--- src/strap_pin_pkg.sv ---
// Package with constants and carrier types for the strap-controlled pin function block.
package strap_pin_pkg;
  localparam logic [7:0] OFS_STRAP_STATUS = 8'h00;
  localparam logic [7:0] OFS_SMB_ADDR = 8'h04;
  localparam logic [7:0] OFS_GPIO_OUT = 8'h08;
  localparam logic [7:0] OFS_GPIO_OE = 8'h0c;
  localparam logic [7:0] OFS_PIN_IN = 8'h10;
  localparam logic [7:0] OFS_GEN_OUT = 8'h14;
  localparam int STS_HOTPLUG_BIT = 0;
  localparam int STS_MGMT_SEL_BIT = 1;
  localparam int STS_TEST_HI_BIT = 2;
  localparam int STS_EXT_ARB_BIT = 3;
  localparam int STS_LOCKED_BIT = 4;
  localparam int STS_SMBUS_BIT = 5;
  localparam int STS_EEPROM_BIT = 6;
  localparam int PIN_IN_GEN_LSB = 4;
  localparam logic [2:0] SMB_ADDR_FIXED = 3'h6;
  localparam logic [3:0] GPIO_OUT_RESET = 4'h0;
  localparam logic [3:0] GPIO_OE_RESET = 4'h0;
  localparam logic [3:0] GEN_OUT_RESET = 4'h0;
  localparam int SYNC_DEPTH = 3;
  localparam real SETTLE_NS = 30.0;
  localparam real CLK_PERIOD_NS = 10.0;
  localparam int SETTLE_CYCLES = int'($ceil(SETTLE_NS / CLK_PERIOD_NS));
  localparam int PIN_W = 14;
  localparam logic [1:0] RESP_OKAY = 2'h0;
  localparam logic [1:0] RESP_SLVERR = 2'h2;

  typedef struct packed {
    logic hotplug;
    logic mgmt_sel;
    logic test_hi;
    logic ext_arb;
  } strap_type;

  typedef struct packed {
    logic sda;
    logic scl;
    logic [3:0] req_n;
    logic [3:0] gpio;
    strap_type straps;
  } pins_type;

  typedef enum logic [1:0] {
    ST_RESET = 2'h0,
    ST_SETTLE = 2'h1,
    ST_LOCKED = 2'h3
  } lock_state_type;
endpackage

--- src/strap_pin_function_select.sv ---
// Strap sampling, pin function multiplexing and register slave for general-purpose pins.
//
// Contract
// - Hot-plug strap high at reset gives general-purpose pins 3..1 to hot-plug signalling.
// - Management select strap at 1 with test strap low makes general-purpose pins 3..0 SMBus address bits.
// - SMBus address bits 7..1 are 1,1,0 then general-purpose pins 3..0 in order.
// - External arbiter strap high provides four general-purpose inputs and four outputs.
// - Then request inputs 5..2 become inputs 3..0, grants 5..2 become outputs 3..0.
// - Management select strap counts only with test strap low: 0 serial memory, 1 SMBus.
// - In SMBus mode clock pin is input only; data pin is driven only low.
`timescale 1ns/100ps
module strap_pin_function_select
  import strap_pin_pkg::*;
(
  // Clock and reset.
  input wire logic aclk,
  input wire logic aresetn,
  // AXI4-Lite slave.
  input wire logic [7:0] s_axi_awaddr,
  input wire logic s_axi_awvalid,
  output logic s_axi_awready,
  input wire logic [31:0] s_axi_wdata,
  input wire logic [3:0] s_axi_wstrb,
  input wire logic s_axi_wvalid,
  output logic s_axi_wready,
  output logic [1:0] s_axi_bresp,
  output logic s_axi_bvalid,
  input wire logic s_axi_bready,
  input wire logic [7:0] s_axi_araddr,
  input wire logic s_axi_arvalid,
  output logic s_axi_arready,
  output logic [31:0] s_axi_rdata,
  output logic [1:0] s_axi_rresp,
  output logic s_axi_rvalid,
  input wire logic s_axi_rready,
  // Strap pins.
  input wire logic hotplug_mask_strap,
  input wire logic mgmt_bus_select_strap,
  input wire logic test_mode_strap_hi,
  input wire logic ext_arbiter_select_strap,
  // General-purpose pins.
  input wire logic [3:0] gpio_pin_in,
  output logic [3:0] gpio_pin_out,
  output logic [3:0] gpio_pin_oe,
  // Arbitration pins.
  input wire logic [5:2] req_n_pin,
  output logic [5:2] gnt_n_pin,
  // Management serial pins.
  input wire logic mgmt_serial_clock_pin_in,
  output logic mgmt_serial_clock_pin_out,
  output logic mgmt_serial_clock_pin_oe,
  input wire logic mgmt_serial_data_pin_in,
  output logic mgmt_serial_data_pin_out,
  output logic mgmt_serial_data_pin_oe,
  // Core side.
  input wire logic [3:1] hp_core_out,
  input wire logic [3:1] hp_core_oe,
  output logic [3:1] hp_core_in,
  input wire logic [5:2] arb_core_gnt_n,
  output logic [5:2] arb_core_req_n,
  input wire logic mgmt_core_clock_out,
  input wire logic mgmt_core_data_out,
  input wire logic mgmt_core_data_oe,
  output logic mgmt_core_clock_in,
  output logic mgmt_core_data_in,
  output strap_type strap_q,
  output logic smbus_mode_q,
  output logic eeprom_mode_q,
  output logic [7:1] smbus_target_addr_q,
  output logic straps_locked
);

  // A bit changes only when the second and third stages agree.
  function automatic pins_type filt(pins_type prev, pins_type s2, pins_type s3);
    filt = (s2 & s3) | (prev & (s2 | s3));
  endfunction

  // Seven-bit SMBus address from the four general-purpose pins.
  function automatic logic [7:1] smb_addr(logic [3:0] pins);
    smb_addr = {SMB_ADDR_FIXED, pins};
  endfunction

  pins_type raw;
  pins_type s1_q, s2_q, s3_q, filt_q;
  lock_state_type state_q;
  logic [1:0] settle_q;
  logic [3:0] gpio_out_q, gpio_oe_q, gen_out_q;
  logic aw_full_q, w_full_q;
  logic [7:0] awaddr_q;
  logic [31:0] wdata_q;
  logic [3:0] wstrb_q;
  logic wr_fire;
  logic [31:0] rd_data;
  logic rd_hit;

  assign raw = {mgmt_serial_data_pin_in, mgmt_serial_clock_pin_in, req_n_pin, gpio_pin_in,
                hotplug_mask_strap, mgmt_bus_select_strap, test_mode_strap_hi,
                ext_arbiter_select_strap};
  assign straps_locked = (state_q == ST_LOCKED);

  // Three-stage synchroniser; only the second and third stages feed the filter.
  always_ff @(posedge aclk) begin
    if (!aresetn) begin
      s1_q <= '0;
      s2_q <= '0;
      s3_q <= '0;
      filt_q <= '0;
    end else begin
      s1_q <= raw;
      s2_q <= s1_q;
      s3_q <= s2_q;
      filt_q <= filt(filt_q, s2_q, s3_q);
    end
  end

  // Straps are captured once after the filter settles and then held.
  always_ff @(posedge aclk) begin
    if (!aresetn) begin
      state_q <= ST_RESET;
      settle_q <= '0;
      strap_q <= '0;
      smbus_mode_q <= 1'b0;
      eeprom_mode_q <= 1'b0;
      smbus_target_addr_q <= '0;
    end else begin
      case (state_q)
        ST_RESET: begin
          state_q <= ST_SETTLE;
        end
        ST_SETTLE: begin
          settle_q <= settle_q + 2'h1;
          if (settle_q == 2'(SETTLE_CYCLES)) begin
            state_q <= ST_LOCKED;
            strap_q <= filt_q.straps;
            smbus_mode_q <= filt_q.straps.mgmt_sel & ~filt_q.straps.test_hi;
            eeprom_mode_q <= ~filt_q.straps.mgmt_sel & ~filt_q.straps.test_hi;
            if (filt_q.straps.mgmt_sel & ~filt_q.straps.test_hi) begin
              smbus_target_addr_q <= smb_addr(filt_q.gpio);
            end
          end
        end
        ST_LOCKED: begin
          state_q <= ST_LOCKED;
        end
        default: begin
          state_q <= ST_RESET;
        end
      endcase
    end
  end

  // Pin multiplexing; all pin and core outputs are registered.
  always_ff @(posedge aclk) begin
    if (!aresetn) begin
      gpio_pin_out <= '0;
      gpio_pin_oe <= '0;
      hp_core_in <= '0;
      gnt_n_pin <= '1;
      arb_core_req_n <= '1;
      mgmt_serial_clock_pin_out <= 1'b0;
      mgmt_serial_clock_pin_oe <= 1'b0;
      mgmt_serial_data_pin_out <= 1'b0;
      mgmt_serial_data_pin_oe <= 1'b0;
      mgmt_core_clock_in <= 1'b1;
      mgmt_core_data_in <= 1'b1;
    end else begin
      gpio_pin_out[0] <= gpio_out_q[0];
      gpio_pin_oe[0] <= gpio_oe_q[0];
      if (strap_q.hotplug) begin
        gpio_pin_out[3:1] <= hp_core_out;
        gpio_pin_oe[3:1] <= hp_core_oe;
        hp_core_in <= filt_q.gpio[3:1];
      end else begin
        gpio_pin_out[3:1] <= gpio_out_q[3:1];
        gpio_pin_oe[3:1] <= gpio_oe_q[3:1];
        hp_core_in <= '0;
      end
      if (strap_q.ext_arb) begin
        gnt_n_pin <= gen_out_q;
        arb_core_req_n <= '1;
      end else begin
        gnt_n_pin <= arb_core_gnt_n;
        arb_core_req_n <= filt_q.req_n;
      end
      mgmt_core_clock_in <= filt_q.scl;
      mgmt_core_data_in <= filt_q.sda;
      if (smbus_mode_q) begin
        mgmt_serial_clock_pin_out <= 1'b0;
        mgmt_serial_clock_pin_oe <= 1'b0;
        mgmt_serial_data_pin_out <= 1'b0;
        mgmt_serial_data_pin_oe <= mgmt_core_data_oe & ~mgmt_core_data_out;
      end else if (eeprom_mode_q) begin
        mgmt_serial_clock_pin_out <= mgmt_core_clock_out;
        mgmt_serial_clock_pin_oe <= 1'b1;
        mgmt_serial_data_pin_out <= mgmt_core_data_out;
        mgmt_serial_data_pin_oe <= mgmt_core_data_oe;
      end else begin
        mgmt_serial_clock_pin_out <= 1'b0;
        mgmt_serial_clock_pin_oe <= 1'b0;
        mgmt_serial_data_pin_out <= 1'b0;
        mgmt_serial_data_pin_oe <= 1'b0;
      end
    end
  end

  // Write channel: address and data are taken in either order.
  assign s_axi_awready = ~aw_full_q & ~s_axi_bvalid;
  assign s_axi_wready = ~w_full_q & ~s_axi_bvalid;
  assign wr_fire = aw_full_q & w_full_q & ~s_axi_bvalid;

  always_ff @(posedge aclk) begin
    if (!aresetn) begin
      aw_full_q <= 1'b0;
      w_full_q <= 1'b0;
      awaddr_q <= '0;
      wdata_q <= '0;
      wstrb_q <= '0;
      s_axi_bvalid <= 1'b0;
      s_axi_bresp <= RESP_OKAY;
    end else begin
      if (s_axi_awvalid & s_axi_awready) begin
        aw_full_q <= 1'b1;
        awaddr_q <= s_axi_awaddr;
      end
      if (s_axi_wvalid & s_axi_wready) begin
        w_full_q <= 1'b1;
        wdata_q <= s_axi_wdata;
        wstrb_q <= s_axi_wstrb;
      end
      if (wr_fire) begin
        aw_full_q <= 1'b0;
        w_full_q <= 1'b0;
        s_axi_bvalid <= 1'b1;
        case ({awaddr_q[7:2], 2'h0})
          OFS_STRAP_STATUS, OFS_SMB_ADDR, OFS_GPIO_OUT, OFS_GPIO_OE, OFS_PIN_IN,
          OFS_GEN_OUT: s_axi_bresp <= RESP_OKAY;
          default: s_axi_bresp <= RESP_SLVERR;
        endcase
      end else if (s_axi_bvalid & s_axi_bready) begin
        s_axi_bvalid <= 1'b0;
      end
    end
  end

  // Software-writable pin registers; only byte lane 0 carries bits.
  always_ff @(posedge aclk) begin
    if (!aresetn) begin
      gpio_out_q <= GPIO_OUT_RESET;
      gpio_oe_q <= GPIO_OE_RESET;
      gen_out_q <= GEN_OUT_RESET;
    end else if (wr_fire & wstrb_q[0]) begin
      if ({awaddr_q[7:2], 2'h0} == OFS_GPIO_OUT) begin
        gpio_out_q <= wdata_q[3:0];
      end
      if ({awaddr_q[7:2], 2'h0} == OFS_GPIO_OE) begin
        gpio_oe_q <= wdata_q[3:0];
      end
      if ({awaddr_q[7:2], 2'h0} == OFS_GEN_OUT) begin
        gen_out_q <= wdata_q[3:0];
      end
    end
  end

  // Read decode.
  always_comb begin
    rd_data = '0;
    rd_hit = 1'b1;
    case ({s_axi_araddr[7:2], 2'h0})
      OFS_STRAP_STATUS: begin
        rd_data[STS_HOTPLUG_BIT] = strap_q.hotplug;
        rd_data[STS_MGMT_SEL_BIT] = strap_q.mgmt_sel;
        rd_data[STS_TEST_HI_BIT] = strap_q.test_hi;
        rd_data[STS_EXT_ARB_BIT] = strap_q.ext_arb;
        rd_data[STS_LOCKED_BIT] = straps_locked;
        rd_data[STS_SMBUS_BIT] = smbus_mode_q;
        rd_data[STS_EEPROM_BIT] = eeprom_mode_q;
      end
      OFS_SMB_ADDR: rd_data[7:1] = smbus_target_addr_q;
      OFS_GPIO_OUT: rd_data[3:0] = gpio_out_q;
      OFS_GPIO_OE: rd_data[3:0] = gpio_oe_q;
      OFS_PIN_IN: begin
        rd_data[3:0] = filt_q.gpio;
        rd_data[PIN_IN_GEN_LSB +: 4] = strap_q.ext_arb ? filt_q.req_n : 4'h0;
      end
      OFS_GEN_OUT: rd_data[3:0] = gen_out_q;
      default: rd_hit = 1'b0;
    endcase
  end

  assign s_axi_arready = ~s_axi_rvalid;

  always_ff @(posedge aclk) begin
    if (!aresetn) begin
      s_axi_rvalid <= 1'b0;
      s_axi_rdata <= '0;
      s_axi_rresp <= RESP_OKAY;
    end else if (s_axi_arvalid & s_axi_arready) begin
      s_axi_rvalid <= 1'b1;
      s_axi_rdata <= rd_data;
      s_axi_rresp <= rd_hit ? RESP_OKAY : RESP_SLVERR;
    end else if (s_axi_rvalid & s_axi_rready) begin
      s_axi_rvalid <= 1'b0;
    end
  end
endmodule

--- config.mk ---
export PLATFORM = sky130hd
export DESIGN_NAME = strap_pin_function_select
export DESIGN_NICKNAME = d
export VERILOG_FILES = /design/src/strap_pin_pkg.sv /design/src/strap_pin_function_select.sv
export SDC_FILE = /design/constraint.sdc
export NUM_CORES = 1
export LEC_CHECK = 0
export BUFFER_PORTS_ARGS = -buffer_cell sky130_fd_sc_hd__buf_2
export CORE_UTILIZATION = 50
export CTS_CLUSTER_DIAMETER = 100
export DETAILED_ROUTE_END_ITERATION = 16
export GPL_TIMING_DRIVEN = 0
export PLACE_DENSITY = 0.79
export REMOVE_ABC_BUFFERS = 1
export SETUP_SLACK_MARGIN = 0.2
export SYNTH_ARGS = -nofsm -noshare
export SYNTH_HDL_FRONTEND = slang
export SYNTH_SLANG_ARGS = --single-unit
--- constraint.sdc ---
create_clock -name aclk -period 2.3 [get_ports aclk]
set_input_delay 0.23 -clock aclk [delete_from_list [all_inputs] [get_ports aclk]]
set_output_delay 0.23 -clock aclk [all_outputs]
set_load 0.02 [all_outputs]
# After elaboration in Yosys (flattened, before gate mapping)
# Index checks and enable logic that the tools add are counted.
[classes]
n_mux = 20
add_sub_neg = 1
bitwise_logic = 26
n_eq_ne = 14
reduce_logical = 17
[ops]
columns = ["operator", "count"]
rows = [
  ["$and 14x14->14", 2],
  ["$or 14x14->14", 2],
  ["$eq 6x2->1 const B", 4],
  ["$eq 6x3->1 const B", 4],
  ["$pmux 3 s6", 1],
  ["$and 1x1->1", 13],
  ["$eq 6x1->1 const B", 2],
  ["$logic_not 6->1", 2],
  ["$reduce_or 6->1", 2],
  ["$reduce_and 2->1", 5],
  ["$not 1->1", 9],
  ["$pmux 3 s3", 1],
  ["$mux 1", 8],
  ["$mux 4", 2],
  ["$mux 2", 3],
  ["$mux 3", 2],
  ["$pmux 2 s3", 1],
  ["$reduce_or 2->1", 3],
  ["$pmux 1 s5", 1],
  ["$eq 2x2->1 const B", 2],
  ["$reduce_bool 2->1", 2],
  ["$reduce_and 3->1", 1],
  ["$reduce_or 3->1", 1],
  ["$add 2x1->2 const B", 1],
  ["other kinds (4)", 4],
]
[word_totals]
reg_bits = 137
inputBits = 86
word_cells = 143
out_inout_bits = 80

# Depth between registers and ports, before layout
[depth]
ltp_word = 4
depth_mapped = 5
ltp_nobuf = 5

# Worst setup path after synthesis
# OpenSTA, ideal clock, no wires.
[synth_timing]
path_kind = "register to register"
startpoint = "register awaddr_q[5]"
endpoint = "register gpio_oe_q[1]"
setup_time_ns = 0.116
synth_period_minus_slack_ns = 1.642
path_buffers = 1
t_arrival_ns = 1.526
path_stages_with_launch = 6
required_ns = 2.184
setup_slack_ns = 0.658
path_cell_list = "dfxtp_1 > or3_4 > or4_4 > buf_6 > mux2i_1 > nor2b_1"
[synth_between]
elab_chain_cells = 2
[synth_rtl]
columns = ["element", "line", "rtl"]
rows = [
  ["start, declared", "strap_pin_function_select.sv:89", "logic [7:0] awaddr_q;"],
  ["start signal, assigned", "strap_pin_function_select.sv:223", "awaddr_q <= s_axi_awaddr;"],
  ["$eq 6x2->1", "strap_pin_function_select.sv:255", "if ({awaddr_q[7:2], 2'h0} == OFS_GPIO_OE) begin"],
  ["$reduce_and 2->1 (no source line)", "-", ""],
  ["end signal, assigned", "strap_pin_function_select.sv:256", "gpio_oe_q <= wdata_q[3:0];"],
  ["end, declared", "strap_pin_function_select.sv:87", "logic [3:0] gpio_out_q, gpio_oe_q, gen_out_q;"],
]
# No other way between the ends.
# A chain may end at the register's enable or synchronous reset.

# Worst setup path after layout
[layout_timing]
startpoint = "register settle_q[0]"
endpoint = "register smbus_target_addr_q[3] (netlist name)"
[layout_between]
elab_chain_cells = 2
[layout_rtl]
columns = ["element", "line", "rtl"]
rows = [
  ["start, declared", "strap_pin_function_select.sv:86", "logic [1:0] settle_q;"],
  ["start signal, assigned", "strap_pin_function_select.sv:131", "settle_q <= settle_q + 2'h1;"],
  ["$eq 2x2->1", "strap_pin_function_select.sv:132", "if (settle_q == 2'(SETTLE_CYCLES)) begin"],
  ["$reduce_and 3->1 (no source line)", "-", ""],
  ["end signal, assigned", "strap_pin_function_select.sv:138", "smbus_target_addr_q <= smb_addr(filt_q.gpio);"],
  ["end, declared", "strap_pin_function_select.sv:69", "output logic [7:1] smbus_target_addr_q,"],
]
# No other way between the ends.

==> impl_metrics.env <==
export IMPL_hp_class="in -> reg"
export IMPL_worstHoldEndpoint="gpio_pin_out[3]"
export IMPL_grt_overflow_total=0
export IMPL_pwr_density_cell_nw_per_um2=832.3
export IMPL_fin_skew_ps=6.465
export IMPL_drv_slew=0
export IMPL_fillers=727
export IMPL_hold_path_startpoint="hp_core_out[3]"
export IMPL_final_net_count=714
export IMPL_cts_root_buf="clkbuf_8"
export IMPL_dp_slack_ps=387.0
export IMPL_seqCellArea_um2=2663
export IMPL_syn_area_um2=4959
export IMPL_fin_setup_tns_ps=0
export IMPL_yosys_register_bits=133
export IMPL_drt_first_pass_iters=4
export IMPL_worstSkewPairLatency_ps=490
export IMPL_mostFrequentLayoutCells="dfxtp_1, buf_2, and2_1"
export IMPL_clock_fmax_mhz=546.4
export IMPL_status="complete, no violations"
export IMPL_dp_hpwl_um=6259
export IMPL_worst_path_max_fanout=8
export IMPL_worstMarginPinSlew_ps=751.1
export IMPL_hold_viol=0
export IMPL_cts_buffer_depth=2
export IMPL_port_buffers=103
export IMPL_r2r_setup_slack_ps=470
export IMPL_via_per_inst=4.809
export IMPL_maxCapViolCount=0
export IMPL_path_class="reg -> reg"
export IMPL_post_cts_setup_buffer_count=0
export IMPL_start_kind="register"
export IMPL_synthCells=492
export IMPL_rows=35
export IMPL_htreeDepth=4
export IMPL_finalCritPeriodShare_pct=79.57
export IMPL_cp_data_required_time_ps=2680
export IMPL_cts_made_buffers=17
export IMPL_worstReg2RegEnd="smbus_target_addr_q[3]"
export IMPL_grt_pass1_vias=3317
export IMPL_io_pins=166
export IMPL_r2r_cells=5
export IMPL_final_common_cell="dfxtp_1"
export IMPL_grt_max_degree=94
export IMPL_period_needed_ps=1830
export IMPL_seq_area_frac_synth_pct=53.70
export IMPL_whs_path_depth=3
export IMPL_cp_end_kind="register"
export IMPL_rsz0062_at_grt="false"
export IMPL_slew_limit_headroom_pct=49.82
export IMPL_setup_slack_ps=469.9
export IMPL_syn_to_final_growth_pct=29.19
export IMPL_cts_sinks=133
export IMPL_place_congestion=0.7647
export IMPL_setup_violations=0
export IMPL_avgSynthCellArea_um2=10.08
export IMPL_yosysUniqueCellTypes=40
export IMPL_die_x_um=101.6
export IMPL_yosysWarnings=0
export IMPL_power_mw=5.332
export IMPL_hold_slack_ps=29.79
export IMPL_wl_per_cell_um=12.53
export IMPL_worst_endpoint_arrival_ps=2210
export IMPL_drtIter0Drc=139
export IMPL_rr_startpoint="settle_q[0]"
export IMPL_drc_errors=0
export IMPL_vias=3698
export IMPL_start_util_pct=52.66
export IMPL_cts_tree="done"
export IMPL_irDropWorstVdd_v=0.0004716
export IMPL_final_antenna_net_count=0
export IMPL_multi_input_area_um2=2072
export IMPL_dieHeight_um=101.6
export IMPL_wl_um=9636
export IMPL_leakage_nw=2.716
export IMPL_core_area_um2=9415
export IMPL_antenna_cells=0
export IMPL_final_util_pct=68.04
export IMPL_grt_pass1_wl_um=15120
export IMPL_grt_usage_pct=18.92
export IMPL_clk_pin_slew_ps=60
export IMPL_die_area_um2=10320
export IMPL_antenna_found_initial=0
export IMPL_final_layout_size_suffix_gt1_share_pct=22.34
## worst max-delay path by stage
stage	from	endpoint	slack (ps)
after floorplan	settle_q[0]	smbus_target_addr_q[1]	690
after global placement	aresetn	s_axi_rdata[6]	190
after detailed placement	settle_q[0]	smbus_target_addr_q[2]	390
after CTS	settle_q[0]	smbus_target_addr_q[3]	350
after global routing	settle_q[0]	smbus_target_addr_q[3]	330
final	settle_q[0]	smbus_target_addr_q[3]	470
## stage by stage
| step | instances | instance area, um^2 |
|---|---|---|
| final | 769 | 6406 |
| after global routing | 769 | 6406 |
| after global placement | 699 | 5428 |
| after CTS | 769 | 6400 |
| after detailed placement | 700 | 5458 |
| after floorplan | 467 | 4751 |
## state kept, by name (all words and copies together) (netlist names), 2 cells and up
signal / count
filt_q: 14
s1_q: 14
s2_q: 14
s3_q: 14
s_axi_rdata: 8
awaddr_q: 6
smbus_target_addr_q: 5
arb_core_req_n: 4
gen_out_q: 4
gnt_n_pin: 4
gpio_oe_q: 4
gpio_out_q: 4
gpio_pin_oe: 4
gpio_pin_out: 4
strap_q: 4
wdata_q: 4
hp_core_in: 3
settle_q: 2
state_q: 2
## Yosys cell counts
library cell / instances / area [um^2]
o211a_1: 2 / 20.02
nand2b_1: 10 / 62.56
xor2_1: 1 / 8.760
o211ai_1: 1 / 7.510
ha_1: 1 / 12.51
or4_4: 1 / 11.26
nor4_1: 1 / 6.260
clkbuf_1: 20 / 75.07
nand2_1: 43 / 161.4
o21ai_0: 28 / 140.1
a41oi_1: 1 / 8.760
nand4b_1: 1 / 8.760
a21boi_0: 23 / 172.7
mux2i_1: 41 / 410.4
and3_1: 4 / 25.02
a211oi_1: 1 / 7.510
nor3_1: 6 / 30.03
o21a_1: 2 / 15.01
nor2_1: 6 / 22.52
clkbuf_2: 1 / 5.000
nand4_1: 2 / 12.51
buf_1: 1 / 3.750
inv_1: 6 / 22.52
and2_1: 51 / 319.1
dfxtp_1: 133 / 2663
or3_4: 1 / 11.26
buf_6: 1 / 11.26
nor2b_1: 35 / 219.0
conb_1: 1 / 3.750
buf_4: 28 / 210.2
a31oi_1: 5 / 31.28
nor3b_2: 2 / 25.02
or4_1: 2 / 15.01
a22oi_1: 3 / 22.52
nand3b_1: 2 / 15.01
or3_1: 2 / 12.51
a21oi_1: 9 / 45.04
nor4_4: 1 / 21.27
nand3_1: 10 / 50.05
mux2_2: 3 / 33.78
## worst max-delay path, stage by stage (launching register included)
cell and delay [ps]:
dfxtp_1 350, ha_1 280, nand3b_1 310, nor3b_4 480, mux2i_1 240, nor2b_1 60
## area by class of cell
class                      instances  area share [%]
sequential                       133           41.56
multi-input combinational        328           32.34
timing repair buffer             141           14.30
clock buffer                      18           6.523
tap                              129           2.520
clock inverter                    14           2.402
inverter                           6          0.3516
## power breakdown
part | leakage (nW) | switching [mW] | internal (mW) | total [mW]
clock | 0.272 | 0.985 | 1.55 | 2.54
sequential | 1.09 | 0.0397 | 2.38 | 2.42
combinational | 1.36 | 0.205 | 0.172 | 0.377
## timing repair
| item | CTS | global route |
|---|---|---|
| setup endpoints to repair | 0 | 4 |
| gates resized for setup | 0 | 1 |
| hold endpoints to repair | 36 | 0 |
| hold buffers | 37 | 0 |
## routing by layer
metal	track usage, %	wire length (um)
met1	22.45	4213
met2	32.38	4808
met3	5.176	527
met4	7.581	86
met5	0	0
## kinds of logic after synthesis
family / Yosys count / share of synthesized area [%]
other cells: 1 / 0.07563
compound gates: 75 / 9.488
buf+inv: 57 / 6.611
simple gates: 180 / 20.74
mux: 44 / 8.958
fa+ha+maj: 1 / 0.2523
flops: 133 / 53.70
xor+xnor: 1 / 0.1767
No activity file was read; power rests on OpenSTA's default activity.
